==> config.mk <==
export PLATFORM = sky130hd
export DESIGN_NAME = sgr_bank
export DESIGN_NICKNAME = d
export VERILOG_FILES = /design/src/common/sgr_pkg.sv /design/src/logic/sgr_bank.sv
export SDC_FILE = /design/constraint.sdc
export NUM_CORES = 1
export LEC_CHECK = 0
export ABC_CLOCK_PERIOD_IN_PS = 2800
export BUFFER_PORTS_ARGS = -buffer_cell sky130_fd_sc_hd__buf_4
export CAP_MARGIN = 15
export CORE_UTILIZATION = 50
export DETAILED_ROUTE_END_ITERATION = 10
export PLACE_DENSITY = 0.8
export SKIP_CTS_REPAIR_TIMING = 1
export SLEW_MARGIN = 40
export SYNTH_ARGS = -nofsm -noshare
export SYNTH_HDL_FRONTEND = slang
export SYNTH_SLANG_ARGS = --single-unit
==> constraint.sdc <==
create_clock -name i_clock -period 2.8 [get_ports i_clock]
set_clock_uncertainty 0.2 [all_clocks]
set_input_delay 0 -clock i_clock [delete_from_list [all_inputs] [get_ports i_clock]]
set_output_delay 0 -clock i_clock [all_outputs]
set_load 0.01 [all_outputs]
==> src/common/sgr_pkg.sv <==
// Constants shared by the switch global register bank and its users.
// Assumes a byte-wide management access port driven by the host interface logic.
package sgr_pkg;

  // Address and data widths of the byte access port.
  localparam int ADDR_W = 16;
  localparam int DATA_W = 8;

  // Address field positions: port, page, register within page.
  localparam int PORT_HI = 14;
  localparam int PORT_LO = 12;
  localparam int PAGE_HI = 11;
  localparam int PAGE_LO = 8;
  localparam int REG_HI  = 7;
  localparam int REG_LO  = 0;

  // Port field value for the global space.
  localparam logic [2:0] PORT_GLOBAL = 3'h0;

  // Global pages.
  localparam logic [3:0] PAGE_OPERATION   = 4'h0;
  localparam logic [3:0] PAGE_GLOBAL_PHY  = 4'h2;
  localparam logic [3:0] PAGE_GLOBAL_LAST = 4'h4;

  // Port pages.
  localparam logic [3:0]  PAGE_PORT_PHY  = 4'h1;
  localparam logic [15:0] PORT_PAGE_RSVD = 16'hf084;

  // Byte offsets inside the operation control page.
  localparam logic [7:0] OFS_IDENT_0     = 8'h00;
  localparam logic [7:0] OFS_IDENT_HIGH  = 8'h01;
  localparam logic [7:0] OFS_IDENT_LOW   = 8'h02;
  localparam logic [7:0] OFS_REV_SOFTRST = 8'h03;
  localparam logic [7:0] OFS_PWR_EVENT   = 8'h06;
  localparam logic [7:0] OFS_INT_STATUS  = 8'h10;
  localparam logic [7:0] OFS_INT_MASK    = 8'h14;

  // Field positions.
  localparam int SOFTRST_BIT    = 0;
  localparam int PWR_EN_BIT     = 1;
  localparam int PWR_POL_BIT    = 0;
  localparam int LOOKUP_INT_BIT = 31;

  // Values after reset.
  localparam logic SOFTRST_RST  = 1'b0;
  localparam logic PWR_EN_RST   = 1'b0;
  localparam logic PWR_POL_RST  = 1'b0;
  localparam logic INT_MASK_RST = 1'b0;
  localparam logic INT_STAT_RST = 1'b0;

  // Classes of an address seen from the requesting management path.
  typedef enum logic [1:0] {
    SGR_RG_LOCAL = 2'h0,
    SGR_RG_FWD   = 2'h1,
    SGR_RG_RSVD  = 2'h2,
    SGR_RG_DENY  = 2'h3
  } sgr_region_t;

  // Access sequencer states.
  typedef enum logic [1:0] {
    SGR_ST_IDLE = 2'b01,
    SGR_ST_FWD  = 2'b10
  } sgr_state_t;

endpackage

==> src/logic/sgr_bank.sv <==
// Global register bank of the switch: byte access decode, page forwarding and the
// operation control registers. Assumes a host management path issuing one byte access
// at a time, and page blocks outside that answer forwarded accesses with a strobe.
//
// Notes on behaviour
// - Host path reaches all registers; serial PHY path reaches only PHY pages.
// - Address splits into 3-bit port, 4-bit page, 8-bit register fields.
// - Port field zero selects the global register space.
// - Port field one to seven selects that port's register space.
// - Address bit 15 is always zero; decoder ignores it.
// - Registers are byte addressed; single bytes accepted in any order.
// - Multi-byte registers are big-endian: MSB at lowest byte address.
// - Global pages: 0 operation, 1 I/O, 2 PHY, 3 switch, 4 lookup; rest reserved.
// - Port pages 0,1,3,4,5,6,8,9,A,B used; 2, 7 and C-F reserved.
// - Offsets 0 to 2 read fixed identification bytes.
// - Offset 3 bits 7:4 read the silicon revision code.
// - Offset 3 bit 0 holds data path in soft reset; never self-clears.
// - Power-event pin is driven only while offset 6 bit 1 is set.
// - Offset 6 bit 0 selects power-event pin level; zero means active low.
// - Status bit 31 at 0x10 mirrors the lookup engine interrupt request.
// - Mask bit 31 at 0x14 disables the lookup engine interrupt when one.
`timescale 1ns/100ps
module sgr_bank
  import sgr_pkg::*;
#(
  parameter logic [7:0] IDENT_0    = 8'h5a, // Arbitrary value.
  parameter logic [7:0] IDENT_HIGH = 8'h3c, // Arbitrary value.
  parameter logic [7:0] IDENT_LOW  = 8'h21, // Arbitrary value.
  parameter logic [3:0] REVISION   = 4'h1   // Arbitrary value.
)
(
  // Clock and reset.
  input  wire logic                        i_clock,
  input  wire logic                        i_rst,
  // Byte access port from the management paths.
  input  wire logic                        i_req,
  input  wire logic                        i_write,
  input  wire logic                        i_from_phy_serial,
  input  wire logic [sgr_pkg::ADDR_W-1:0]  i_addr,
  input  wire logic [sgr_pkg::DATA_W-1:0]  i_wdata,
  output logic                             o_ack,
  output logic                             o_err,
  output logic                             o_busy,
  output logic      [sgr_pkg::DATA_W-1:0]  o_rdata,
  // Forwarded access to the other register pages.
  output logic                             o_fwd_req,
  output logic                             o_fwd_write,
  output logic      [sgr_pkg::ADDR_W-1:0]  o_fwd_addr,
  output logic      [sgr_pkg::DATA_W-1:0]  o_fwd_wdata,
  input  wire logic                        i_fwd_ack,
  input  wire logic [sgr_pkg::DATA_W-1:0]  i_fwd_rdata,
  // Core events and controls.
  input  wire logic                        i_lookup_engine_irq,
  input  wire logic                        i_power_event,
  output logic                             o_soft_reset,
  output logic                             o_power_event_pin_out,
  output logic                             o_power_event_pin_oe,
  output logic                             o_irq
);
  import sgr_pkg::*;

  typedef struct packed {
    sgr_state_t               state;
    logic                     ack;
    logic                     err;
    logic [DATA_W-1:0]        rdata;
    logic                     fwd_req;
    logic                     fwd_write;
    logic [ADDR_W-1:0]        fwd_addr;
    logic [DATA_W-1:0]        fwd_wdata;
    logic                     soft_rst;
    logic                     pwr_en;
    logic                     pwr_pol;
    logic                     pwr_out;
    logic                     pwr_oe;
    logic                     int_mask;
    logic                     int_stat;
    logic                     irq;
  } sgr_regs_t;

  sgr_regs_t   s_r;
  sgr_regs_t   s_nxt;
  sgr_region_t region;

  // Classifies an address for the path that issued it. Bit 15 is never looked at.
  function automatic sgr_region_t classify(input logic [ADDR_W-1:0] addr,
                                           input logic              phy_serial);
    logic [2:0] port;
    logic [3:0] page;
    port = addr[PORT_HI:PORT_LO];
    page = addr[PAGE_HI:PAGE_LO];
    if (port == PORT_GLOBAL)
    begin
      if (page > PAGE_GLOBAL_LAST)
        classify = SGR_RG_RSVD;
      else if (phy_serial && page != PAGE_GLOBAL_PHY)
        classify = SGR_RG_DENY;
      else if (page == PAGE_OPERATION)
        classify = SGR_RG_LOCAL;
      else
        classify = SGR_RG_FWD;
    end
    else
    begin
      if (PORT_PAGE_RSVD[page])
        classify = SGR_RG_RSVD;
      else if (phy_serial && page != PAGE_PORT_PHY)
        classify = SGR_RG_DENY;
      else
        classify = SGR_RG_FWD;
    end
  endfunction

  // Picks one byte of a 32-bit register; the lowest byte address holds the top byte.
  function automatic logic [7:0] word_byte(input logic [31:0] word,
                                           input logic [1:0]  idx);
    case (idx)
      2'h0:    word_byte = word[31:24];
      2'h1:    word_byte = word[23:16];
      2'h2:    word_byte = word[15:8];
      default: word_byte = word[7:0];
    endcase
  endfunction

  assign region = classify(i_addr, i_from_phy_serial);

  always_comb
  begin
    logic [7:0]  ofs;
    logic [31:0] stat_word;
    logic [31:0] mask_word;
    ofs       = i_addr[REG_HI:REG_LO];
    stat_word = {s_r.int_stat, 31'h0};
    mask_word = {s_r.int_mask, 31'h0};
    s_nxt         = s_r;
    s_nxt.ack     = 1'b0;
    s_nxt.err     = 1'b0;
    s_nxt.fwd_req = 1'b0;
    s_nxt.int_stat = i_lookup_engine_irq;
    s_nxt.irq      = s_r.int_stat & ~s_r.int_mask;
    s_nxt.pwr_oe   = s_r.pwr_en;
    // Asserted level follows the polarity bit; idle level is its opposite.
    s_nxt.pwr_out  = s_r.pwr_pol ? i_power_event : ~i_power_event;
    case (s_r.state)
      SGR_ST_IDLE:
      begin
        if (i_req)
        begin
          case (region)
            SGR_RG_LOCAL:
            begin
              // Every byte stands alone, so any order of bytes is accepted.
              s_nxt.ack   = 1'b1;
              s_nxt.rdata = 8'h00;
              case (ofs)
                OFS_IDENT_0:     s_nxt.rdata = IDENT_0;
                OFS_IDENT_HIGH:  s_nxt.rdata = IDENT_HIGH;
                OFS_IDENT_LOW:   s_nxt.rdata = IDENT_LOW;
                OFS_REV_SOFTRST: s_nxt.rdata = {REVISION, 3'h0, s_r.soft_rst};
                OFS_PWR_EVENT:   s_nxt.rdata = {6'h00, s_r.pwr_en, s_r.pwr_pol};
                default:
                begin
                  if (ofs[7:2] == OFS_INT_STATUS[7:2])
                    s_nxt.rdata = word_byte(stat_word, ofs[1:0]);
                  else if (ofs[7:2] == OFS_INT_MASK[7:2])
                    s_nxt.rdata = word_byte(mask_word, ofs[1:0]);
                  else
                    s_nxt.rdata = 8'h00;
                end
              endcase
              if (i_write)
              begin
                s_nxt.rdata = 8'h00;
                // Read-only bits ignore writes, which keeps read-OR-write updates safe.
                case (ofs)
                  OFS_REV_SOFTRST: s_nxt.soft_rst = i_wdata[SOFTRST_BIT];
                  OFS_PWR_EVENT:
                  begin
                    s_nxt.pwr_en  = i_wdata[PWR_EN_BIT];
                    s_nxt.pwr_pol = i_wdata[PWR_POL_BIT];
                  end
                  OFS_INT_MASK:    s_nxt.int_mask = i_wdata[7];
                  default:         s_nxt.int_mask = s_r.int_mask;
                endcase
              end
            end
            SGR_RG_FWD:
            begin
              s_nxt.fwd_req   = 1'b1;
              s_nxt.fwd_write = i_write;
              s_nxt.fwd_addr  = {1'b0, i_addr[ADDR_W-2:0]};
              s_nxt.fwd_wdata = i_wdata;
              s_nxt.state     = SGR_ST_FWD;
            end
            default:
            begin
              // Reserved or out-of-reach space: writes are dropped, reads give zero.
              s_nxt.ack   = 1'b1;
              s_nxt.err   = 1'b1;
              s_nxt.rdata = 8'h00;
            end
          endcase
        end
      end
      SGR_ST_FWD:
      begin
        if (i_fwd_ack)
        begin
          s_nxt.ack   = 1'b1;
          s_nxt.rdata = s_r.fwd_write ? 8'h00 : i_fwd_rdata;
          s_nxt.state = SGR_ST_IDLE;
        end
      end
      default: s_nxt.state = SGR_ST_IDLE;
    endcase
  end

  always_ff @(posedge i_clock or posedge i_rst)
  begin
    if (i_rst)
    begin
      s_r           <= '0;
      s_r.state     <= SGR_ST_IDLE;
      s_r.soft_rst  <= SOFTRST_RST;
      s_r.pwr_en    <= PWR_EN_RST;
      s_r.pwr_pol   <= PWR_POL_RST;
      s_r.int_mask  <= INT_MASK_RST;
      s_r.int_stat  <= INT_STAT_RST;
      // Disabled pin with active-low polarity idles high.
      s_r.pwr_out   <= 1'b1;
    end
    else
      s_r <= s_nxt;
  end

  assign o_ack                 = s_r.ack;
  assign o_err                 = s_r.err;
  assign o_busy                = s_r.state[1];
  assign o_rdata               = s_r.rdata;
  assign o_fwd_req             = s_r.fwd_req;
  assign o_fwd_write           = s_r.fwd_write;
  assign o_fwd_addr            = s_r.fwd_addr;
  assign o_fwd_wdata           = s_r.fwd_wdata;
  assign o_soft_reset          = s_r.soft_rst;
  assign o_power_event_pin_out = s_r.pwr_out;
  assign o_power_event_pin_oe  = s_r.pwr_oe;
  assign o_irq                 = s_r.irq;

  property p_ident_read;
    @(posedge i_clock) disable iff (i_rst)
    (i_req && !o_busy && !i_write && region == SGR_RG_LOCAL && i_addr[7:0] == OFS_IDENT_HIGH)
      |=> (o_ack && o_rdata == IDENT_HIGH);
  endproperty
  a_ident_read: assert property (p_ident_read) else $error("ident byte wrong");

  property p_rev_read;
    @(posedge i_clock) disable iff (i_rst)
    (i_req && !o_busy && !i_write && region == SGR_RG_LOCAL && i_addr[7:0] == OFS_REV_SOFTRST)
      |=> (o_rdata[7:4] == REVISION && o_rdata[0] == $past(o_soft_reset));
  endproperty
  a_rev_read: assert property (p_rev_read) else $error("revision byte wrong");

  property p_softrst_hold;
    @(posedge i_clock) disable iff (i_rst)
    (o_soft_reset && !(i_req && i_write && region == SGR_RG_LOCAL)) |=> o_soft_reset;
  endproperty
  a_softrst_hold: assert property (p_softrst_hold) else $error("soft reset cleared");

  property p_pin_enable;
    @(posedge i_clock) disable iff (i_rst)
    !s_r.pwr_en [*2] |-> !o_power_event_pin_oe;
  endproperty
  a_pin_enable: assert property (p_pin_enable) else $error("pin driven while off");

  property p_pin_level;
    @(posedge i_clock) disable iff (i_rst)
    $stable(s_r.pwr_pol) |=> (o_power_event_pin_out == ($past(s_r.pwr_pol) ~^ $past(i_power_event)));
  endproperty
  a_pin_level: assert property (p_pin_level) else $error("pin level wrong");

  property p_status_read;
    @(posedge i_clock) disable iff (i_rst)
    (i_req && !o_busy && !i_write && region == SGR_RG_LOCAL && i_addr[7:0] == OFS_INT_STATUS)
      |=> (o_rdata == {$past(s_r.int_stat), 7'h00});
  endproperty
  a_status_read: assert property (p_status_read) else $error("status byte wrong");

  property p_irq_out;
    @(posedge i_clock) disable iff (i_rst)
    (i_lookup_engine_irq && !s_r.int_mask) ##1 !s_r.int_mask |=> o_irq;
  endproperty
  a_irq_out: assert property (p_irq_out) else $error("irq not raised");

  property p_irq_masked;
    @(posedge i_clock) disable iff (i_rst)
    s_r.int_mask |=> !o_irq;
  endproperty
  a_irq_masked: assert property (p_irq_masked) else $error("masked irq seen");

  property p_phy_deny;
    @(posedge i_clock) disable iff (i_rst)
    (i_req && !o_busy && i_from_phy_serial && i_addr[PAGE_HI:PAGE_LO] == PAGE_OPERATION)
      |=> (o_ack && o_err && !o_fwd_req);
  endproperty
  a_phy_deny: assert property (p_phy_deny) else $error("serial path reached switch");

  property p_rsvd_drop;
    @(posedge i_clock) disable iff (i_rst)
    (i_req && !o_busy && i_addr[PORT_HI:PORT_LO] != PORT_GLOBAL
     && i_addr[PAGE_HI:PAGE_LO] == 4'h7) |=> (!o_fwd_req && o_err);
  endproperty
  a_rsvd_drop: assert property (p_rsvd_drop) else $error("reserved page forwarded");

endmodule

==> flow_metrics.py, run 1 <==
metrics = {
    "cts": {
        "insertion_delay_ns": 0.29,
        "cts_tree": "yes",
        "clockBufferDepth": 2,
        "path_clk_slew_ns": 0.08,
        "cts_root_buffer": "clkbuf_8",
        "htree_num_levels": 2,
        "cts.sinks": 45,
        "cts_buffers": 5,
    },
    "logic_synthesis": {
        "synth_nets": 248,
        "syn_inst": 206,
        "synth_cell_types": 41,
        "ys_seq_area_share_pct": 48.1,
        "async_flop_share_pct": 100,
        "synth_edf_count": 0,
        "synth_top_flop_cell": "dfrtp_1",
        "synth_area_um2": 2350,
        "avgSynthCellArea_um2": 11.4,
        "yosysWarnings": 0,
        "ys_seq_elements": 45,
    },
    "global_route": {
        "grt_usage_pct": 19.8,
        "first_global_vias": 1651,
        "antenna_found_initial": 0,
        "grt_first_pass_wirelength_mm": 7.58,
        "grt.overflow.total": 0,
        "grt_max_degree": 46,
    },
    "routing": {
        "post_drt_wl_per_cell_um": 14.6,
        "drt-vias-per-instance": 5.03,
        "wl_mm": 5.05,
        "dr.pass1.iters": 7,
        "num_vias": 1741,
        "drc": 19,
        "drt_iter0_drc": 164,
        "ant_nets": 0,
    },
    "critical_path": {
        "end_kind": "register",
        "critPathMaxFanout": 27,
        "critPathTopFamily": "simple AND/OR/NAND/NOR gates",
        "cp_slowest_stage_delay_ns": 0.53,
        "path_class": "input pin to register",
        "crit_arrival_ns": 2.57,
        "crit_chain": "dlygate4sd3_1 -> buf_4 -> or3_1 -> nor3b_1 -> o31a_1 -> nor2_2 -> nor2_8 -> mux2_2",
        "path_buf_inv": 2,
        "startpoint_type": "input pin",
        "cp_slowest_cell": "dlygate4sd3_1",
        "critPathRequiredTime_ns": 2.78,
    },
    "cells_and_area": {
        "seq_area_um2": 1130,
        "area_delta_synth_final_pct": 36.8,
        "num-fill-cells": 324,
        "utilization_pct": 72.2,
        "stdcell_count": 346,
        "diodes": 0,
        "drive_gt1_share_pct": 39.5,
        "nets": 335,
        "final_cell_mix": "buf_4 (78), dfrtp_1 (43), dlygate4sd3_1 (39)",
        "final_common_cell": "buf_4",
        "multi_input_area_um2": 907,
    },
    "power_and_ir_drop": {
        "p_seq_share_pct": 42.9,
        "vdd_drop_max_uv": 427,
        "p_leak_nw": 1.53,
        "intPower_mw": 1.57,
        "combPwrFrac_pct": 37.7,
        "switching_share_pct": 30.2,
        "power_density_nw_per_um2": 700,
        "netSwitchingPower_mw": 0.678,
        "clock_power_share_pct": 19.3,
    },
    "sta": {
        "slew_headroom_pct": 58.3,
        "hold-worst-slack_ns": 0.124,
        "fin_ws_ns": 0.210,
        "tightest_slew_ns": 0.620,
        "hold_viol": 0,
        "fmax_mhz": 386,
        "setup-tns-final_ns": 0,
        "rsz0062_at_grt": "no",
        "finalCritPeriodShare_pct": 92.5,
        "drv_slew": 0,
        "finalCriticalPeriod_ns": 2.59,
        "setup_viol": 0,
    },
    "floorplanning": {
        "core-area_um2": 4440,
        "num_io_pins": 81,
        "die_area_um2": 4970,
        "num_rows": 24,
        "initial_utilization_pct": 52.8,
        "die_y_um": 70.5,
        "die_w_um": 70.5,
    },
    "worst_hold_path": {
        "hold_path_class": "input pin to asynchronous set/reset pin",
    },
    "placement": {
        "pre_cts_ws_ns": 0.482,
        "io_buffers": 78,
        "dp_hpwl_mm": 3.33,
        "routabilityCongestion": 0.798,
        "post-place-cells": 299,
    },
    "run_status": {
        "violations": "design-rule violations",
        "status": "finished, violations left",
    },
    "job": {
        "maxCapViolCount": 0,
    },
}
==> cell families after synthesis <==
logic type / count (synthesis) / share of synthesized area (%)
DFF: 45 / 48.1
adders and majority gates: 3 / 1.49
muxes: 36 / 17.5
AOI/OAI and AO/OA: 23 / 6.77
xor gates and xnor gates: 2 / 0.746
and+or+nand+nor: 51 / 11.9
other: 1 / 0.160
buffers and inverters: 45 / 13.3
==> path summary, 6_finish.rpt <==
kind | startpoint | end | slack (ns) | cells past startpoint
max in group asynchronous | i_rst | s_r[44]$_DFFE_PP1P_ | 1.89 | 3
hold reg to reg | s_nxt[3]$_DFFE_PP0P_ | o_power_event_pin_oe$_DFF_PP0_ | 0.25 | 0
hold / removal | i_rst | o_fwd_wdata[2]$_DFFE_PP0P_ | 0.12 | 3
setup reg to reg | s_r[44]$_DFFE_PP1P_ | o_fwd_wdata[1]$_DFFE_PP0P_ | 0.64 | 4
min in group i_clock | i_lookup_engine_irq | s_r[1]$_DFF_PP0_ | 0.16 | 2
setup / recovery | i_addr[12] | o_fwd_wdata[1]$_DFFE_PP0P_ | 0.21 | 8
==> registers in the layout, indices dropped and copies added, names as in the netlist, 4 cells and up <==
name and flops:
s_r 4, o_fwd_addr 15, o_fwd_wdata 8, o_rdata 8
==> per-layer routing <==
metal	vias to the layer above	GRT usage (%)	part of all wire (%)	wire length [um]
met3	7	5.34	5.4	275
met5	-	0	0	0
met2	60	33.9	49	2480
met1	824	24.3	44	2230
met4	0	6.58	1.2	62
li1	850	-	-	-
==> power by group through the flow <==
stage	combinational, mW	clock (mW)	sequential [mW]
final	0.848	0.434	0.965
after global routing	0.915	0.476	0.999
after CTS	0.809	0.449	0.965
after detailed placement	0.807	0	0.977
after global placement	0.792	0	0.964
after floorplan	0.649	0	0.958
==> Yosys cell counts (all sizes together) (2+ instances only) <==
| master | number | share of area, % |
|---|---|---|
| a21boi | 2 | 0.64 |
| a21oi | 2 | 0.43 |
| buf | 35 | 12 |
| clkbuf | 2 | 0.32 |
| dfrtp | 43 | 46 |
| dfstp | 2 | 2.2 |
| ha | 2 | 1.1 |
| inv | 8 | 1.3 |
| mux2 | 35 | 17 |
| nand2 | 15 | 2.4 |
| nand2b | 2 | 0.53 |
| nand3 | 5 | 1.1 |
| nor2 | 12 | 2.7 |
| nor2b | 4 | 1.1 |
| nor3 | 3 | 0.85 |
| nor3b | 2 | 0.64 |
| o21ai | 7 | 1.5 |
| o22ai | 3 | 0.80 |
| o2bb2ai | 2 | 1.0 |
| o31ai | 4 | 1.3 |
| or3 | 3 | 1.0 |
| or4 | 2 | 0.64 |
| xnor2 | 2 | 0.75 |
==> final cells by class <==
cell class	instances	share of cell area [%]
clock buffer	7	3.00
clock inverter	1	0.156
inverter	8	1.01
multi-input combinational	116	28.3
sequential	45	35.2
tap	52	2.03
timing repair buffer	117	30.4
==> metrics by stage <==
step                instance area, um2  power (mW)
floorplan                         2350        1.61
global placement                  2720        1.76
detailed placement                2720        1.78
CTS                               2820        2.22
global route                      3210        2.39
finish                            3210        2.25
==> worst reg2reg max path, stage by stage, from the launching register on <==
cell	delay, ns
dfstp_2	0.56
ha_1	0.24
nand2_1	0.21
nor2_8	0.43
mux2_2	0.41
No activity file was read; power rests on OpenSTA's default activity.
==> run 2: changes to the inputs <==
--- a/config.mk
+++ b/config.mk
@@ -8,9 +8,11 @@
 export ABC_CLOCK_PERIOD_IN_PS = 2800
 export BUFFER_PORTS_ARGS = -buffer_cell sky130_fd_sc_hd__buf_4
 export CAP_MARGIN = 15
+export CORE_MARGIN = 2
 export CORE_UTILIZATION = 50
 export DETAILED_ROUTE_END_ITERATION = 10
 export PLACE_DENSITY = 0.8
+export REMOVE_ABC_BUFFERS = 1
 export SKIP_CTS_REPAIR_TIMING = 1
 export SLEW_MARGIN = 40
 export SYNTH_ARGS = -nofsm -noshare
==> run 2 against run 1 <==
  * The run now ends clean
  * Routed wire length grew 1.1%
  * Power is essentially flat
  * Hold slack lost 0.0031 ns
  * Via count shrank 0.75%
  * Die area grew 5.8%
  * Utilization grew 0.056 points
  * Critical path depth is the same
  * Sequential power grew 0.5%
  * Clock power shrank 5.1%
  * Final cell count grew 0.29%
  * First-iteration DRC count shrank 46%
  * Critical path type unchanged
  * Largest cell class unchanged
==> flow_metrics.py, run 2 (synthesis gave the netlist of run 1 again) <==
metrics = {
    "critical_path": {
        "path_class": "input pin to register",
        "startpoint_type": "input pin",
        "critPathTopFamily": "simple AND/OR/NAND/NOR gates",
        "critPathMaxFanout": 27,
        "end_kind": "register",
        "cp_slowest_cell": "dlygate4sd3_1",
        "crit_arrival_ns": 2.57,
        "critPathRequiredTime_ns": 2.77,
        "crit_chain": "dlygate4sd3_1 -> buf_4 -> or3_1 -> nor3b_1 -> o31a_1 -> nor2_2 -> nor2_8 -> mux2_1",
        "path_buf_inv": 2,
        "cp_slowest_stage_delay_ns": 0.54,
    },
    "power_and_ir_drop": {
        "vdd_drop_max_uv": 390,
        "total_power_mw": 2.25,
        "p_leak_nw": 1.52,
        "power_density_nw_per_um2": 699,
    },
    "sta": {
        "drv_slew": 0,
        "hold_viol": 0,
        "setup-tns-final_ns": 0,
        "finalCritPeriodShare_pct": 92.6,
        "setup_viol": 0,
        "fin_ws_ns": 0.206,
        "hold-worst-slack_ns": 0.121,
        "slew_headroom_pct": 59.6,
        "finalCriticalPeriod_ns": 2.59,
        "rsz0062_at_grt": "no",
        "fmax_mhz": 386,
        "tightest_slew_ns": 0.600,
    },
    "global_route": {
        "grt_usage_pct": 18.0,
        "busiest_layer": "met2",
        "use_met3_pct": 5.56,
        "grt_max_degree": 46,
        "grt_first_pass_wirelength_mm": 7.27,
        "first_global_vias": 1566,
        "grt.overflow.total": 0,
        "gr-usage-met1_pct": 23.0,
        "antenna_found_initial": 0,
        "use_met2_pct": 29.7,
    },
    "cells_and_area": {
        "largest_register_ffs": 15,
        "nets": 336,
        "final_common_cell": "buf_4",
        "multi_input_area_um2": 907,
        "diodes": 0,
        "final_cell_mix": "buf_4 (78), dfrtp_1 (43), dlygate4sd3_1 (40)",
        "seq_area_um2": 1130,
        "num-fill-cells": 310,
        "area_delta_synth_final_pct": 36.9,
        "drive_gt1_share_pct": 39.0,
    },
    "placement": {
        "io_buffers": 78,
        "routabilityCongestion": 0.841,
        "pre_cts_ws_ns": 0.448,
        "dp_hpwl_mm": 3.27,
    },
    "routing": {
        "num_vias": 1728,
        "ant_nets": 0,
        "wl_mm": 5.10,
        "drc": 0,
        "drt-vias-per-instance": 4.98,
        "drt_iter0_drc": 88,
        "post_drt_wl_per_cell_um": 14.7,
        "dr.pass1.iters": 4,
    },
    "cts": {
        "cts_root_buffer": "clkbuf_8",
        "insertion_delay_ns": 0.29,
        "cts_buffers": 5,
        "cts.sinks": 45,
        "cts_tree": "yes",
        "path_clk_slew_ns": 0.08,
        "clockBufferDepth": 2,
        "htree_num_levels": 2,
    },
    "worst_hold_path": {
        "hold_path_class": "input pin to asynchronous set/reset pin",
    },
    "floorplanning": {
        "die_y_um": 72.5,
        "initial_utilization_pct": 52.8,
        "die_area_um2": 5260,
        "die_w_um": 72.5,
        "core-area_um2": 4440,
        "num_io_pins": 81,
        "num_rows": 24,
    },
    "run_status": {
        "status": "complete, no violations",
    },
    "job": {
        "maxCapViolCount": 0,
    },
}
## run 2: changes by cell type in the layout (fill, tap and decap cells not counted), sizes merged
| cell | before | now |
|---|---|---|
| clkinvlp | 0 | 1 |
| clkinv | 1 | 0 |
| dlygate4sd3 | 39 | 40 |
## run 2: area by class of cell
type | instances | area share [%]
Clock buffer | 7 | 2.69
Clock inverter | 1 | 0.234
Inverter | 8 | 1.01
Multi-Input combinational cell | 116 | 28.2
Sequential cell | 45 | 35.1
Tap cell | 52 | 2.02
Timing Repair Buffer | 118 | 30.7
## run 2: routing by layer
| layer | vias to the layer above | routed length (um) |
|---|---|---|
| met4 | 0 | 51 |
| met3 | 7 | 295 |
| met1 | 812 | 2080 |
| met2 | 58 | 2680 |
| li1 | 851 | - |
| met5 | - | 0 |
## run 2: power by group
group	internal, mW	switching, mW	total, mW
logic	0.493	0.372	0.864
clock network	0.201	0.212	0.412
registers	0.859	0.111	0.970
## run 2: worst min-delay path, cell delays in order
cell and delay [ns]:
dlygate4sd3_1 0.54, buf_4 0.14, inv_4 0.40
## run 2: worst paths after layout
check / from / to / slack [ns] / cells after the start
max in group asynchronous: i_rst / s_r[44]$_DFFE_PP1P_ / 1.90 / 3
min in group i_clock: i_lookup_engine_irq / s_r[1]$_DFF_PP0_ / 0.15 / 2
min reg2reg: s_nxt[3]$_DFFE_PP0P_ / o_power_event_pin_oe$_DFF_PP0_ / 0.23 / 0
min: i_rst / o_fwd_addr[7]$_DFFE_PP0P_ / 0.12 / 3
max reg2reg: s_r[44]$_DFFE_PP1P_ / o_err$_DFF_PP0_ / 0.59 / 4
max: i_addr[12] / o_fwd_addr[4]$_DFFE_PP0P_ / 0.21 / 8
## run 2: metrics by stage
| stage | area [um2] | instances | util, % |
|---|---|---|---|
| floorplan | 2070 | 169 | - |
| global placement | 2720 | 299 | 61.1 |
| CTS | 2810 | 307 | 63.3 |
| finish | 3210 | 347 | 72.3 |
| detailed placement | 2720 | 299 | 61.2 |
| global route | 3210 | 347 | 72.3 |
==> run 3: changes to the inputs <==
--- a/config.mk
+++ b/config.mk
@@ -10,6 +10,7 @@
 export CAP_MARGIN = 15
 export CORE_MARGIN = 2
 export CORE_UTILIZATION = 50
+export CTS_BUF_LIST = sky130_fd_sc_hd__clkbuf_2 sky130_fd_sc_hd__clkbuf_4 sky130_fd_sc_hd__clkbuf_8
 export DETAILED_ROUTE_END_ITERATION = 10
 export PLACE_DENSITY = 0.8
 export REMOVE_ABC_BUFFERS = 1
==> run 3 against run 2 <==
  * Non-clock buffer count is the same
  * Clock power up 3%
  * Combinational power about the same
  * Sequential share of layout area is essentially flat
  * Critical endpoint unchanged
  * Clock-buffer cell count did not move
  * Fmax is 0.31% higher
  * Sequential cell count stayed put
  * Sequential power hardly changed
  * First-iteration DRC count fell by 20%
==> flow_metrics.py, run 3 (synthesis gave the netlist of run 1 again) <==
metrics = {
    "run_status": {
        "status": "complete, no violations",
    },
    "routing": {
        "drt-vias-per-instance": 4.99,
        "num_vias": 1730,
        "post_drt_wl_per_cell_um": 14.7,
        "wl_mm": 5.11,
        "dr.pass1.iters": 4,
        "ant_nets": 0,
        "drc": 0,
        "drt_iter0_drc": 70,
    },
    "critical_path": {
        "critPathTopFamily": "simple AND/OR/NAND/NOR gates",
        "cp.depth": 8,
        "rrSetupSlack_ns": 0.59,
        "cp_slowest_stage_delay_ns": 0.54,
        "end_kind": "register",
        "critPathRequiredTime_ns": 2.77,
        "critPathMaxFanout": 27,
        "r2r_end": "o_err$_DFF_PP0_",
        "startpoint_type": "input pin",
        "crit_end": "o_fwd_addr[4]$_DFFE_PP0P_",
        "r2r_cells": 4,
        "path_class": "input pin to register",
        "crit_arrival_ns": 2.56,
        "path_buf_inv": 2,
        "r2r-start": "s_r[44]$_DFFE_PP1P_",
        "crit_chain": "dlygate4sd3_1 -> buf_4 -> or3_1 -> nor3b_1 -> o31a_1 -> nor2_2 -> nor2_8 -> mux2_1",
        "cp_slowest_cell": "dlygate4sd3_1",
        "crit_start": "i_addr[12]",
    },
    "floorplanning": {
        "num_rows": 24,
        "die_y_um": 72.5,
        "die_area_um2": 5260,
        "initial_utilization_pct": 52.8,
        "num_io_pins": 81,
        "core-area_um2": 4440,
        "die_w_um": 72.5,
    },
    "sta": {
        "fin_ws_ns": 0.214,
        "fmax_mhz": 387,
        "hold_viol": 0,
        "setup_viol": 0,
        "setup-tns-final_ns": 0,
        "drv_slew": 0,
        "finalCritPeriodShare_pct": 92.4,
        "tightest_slew_ns": 0.600,
        "hold-worst-slack_ns": 0.120,
        "slew_headroom_pct": 59.6,
        "rsz0062_at_grt": "no",
        "finalCriticalPeriod_ns": 2.59,
    },
    "global_route": {
        "busiest_layer": "met2",
        "gr-usage-met1_pct": 23.0,
        "grt_max_degree": 46,
        "use_met2_pct": 29.7,
        "first_global_vias": 1567,
        "use_met3_pct": 5.56,
        "grt_usage_pct": 18.0,
        "antenna_found_initial": 0,
        "grt.overflow.total": 0,
        "grt_first_pass_wirelength_mm": 7.27,
    },
    "placement": {
        "io_buffers": 78,
        "dp_hpwl_mm": 3.27,
        "routabilityCongestion": 0.841,
        "post-place-cells": 299,
        "place_area_um2": 2720,
        "pre_cts_ws_ns": 0.448,
    },
    "cells_and_area": {
        "stdcell_count": 347,
        "drive_gt1_share_pct": 39.3,
        "nets": 336,
        "diodes": 0,
        "final_cell_mix": "buf_4 (78), dfrtp_1 (43), dlygate4sd3_1 (40)",
        "utilization_pct": 72.4,
        "fin_area_um2": 3220,
        "area_delta_synth_final_pct": 37.0,
        "largest_register_ffs": 15,
        "final_common_cell": "buf_4",
    },
    "worst_hold_path": {
        "hold_path_class": "input pin to asynchronous set/reset pin",
    },
    "power_and_ir_drop": {
        "p_leak_nw": 1.53,
        "total_power_mw": 2.26,
        "vdd_drop_max_uv": 390,
        "power_density_nw_per_um2": 702,
    },
    "cts": {
        "cts.sinks": 45,
        "cts_tree": "yes",
        "clockBufferDepth": 2,
        "cts_buffers": 5,
        "cts_root_buffer": "clkbuf_8",
        "htree_num_levels": 2,
        "path_clk_slew_ns": 0.08,
        "insertion_delay_ns": 0.29,
    },
    "job": {
        "maxCapViolCount": 0,
    },
}
-- run 3: area by class of cell --
cell class                 instances  area, um2
inverter                           8       32.5
multi-input combinational        116        907
sequential                        45       1130
timing repair buffer             118        986
tap                               52       65.1
clock buffer                       7       90.1
fill                             308       1230
clock inverter                     1       7.51
-- run 3: per-layer routing --
layer	vias to the layer above	wire, um
li1	851	-
met1	814	2060
met2	58	2690
met3	7	309
met4	0	51
met5	-	0
-- run 3: worst min-delay path: stages --
cell           delay (ns)
dlygate4sd3_1        0.54
buf_4                0.14
inv_4                0.40
-- run 3: where the power goes --
group | switching [mW] | internal (mW)
logic | 0.371 | 0.493
clock network | 0.213 | 0.210
registers | 0.111 | 0.859
total | 0.695 | 1.56
-- run 3: how the worst min path moves through the flow --
stage / to / cells after the start
floorplan: s_r[1]$_DFF_PP0_ / 0
global placement: s_r[1]$_DFF_PP0_ / 1
detailed placement: o_fwd_addr[13]$_DFFE_PP0P_ / 2
CTS: o_fwd_addr[7]$_DFFE_PP0P_ / 2
global route: o_fwd_addr[14]$_DFFE_PP0P_ / 3
finish: o_fwd_addr[7]$_DFFE_PP0P_ / 3
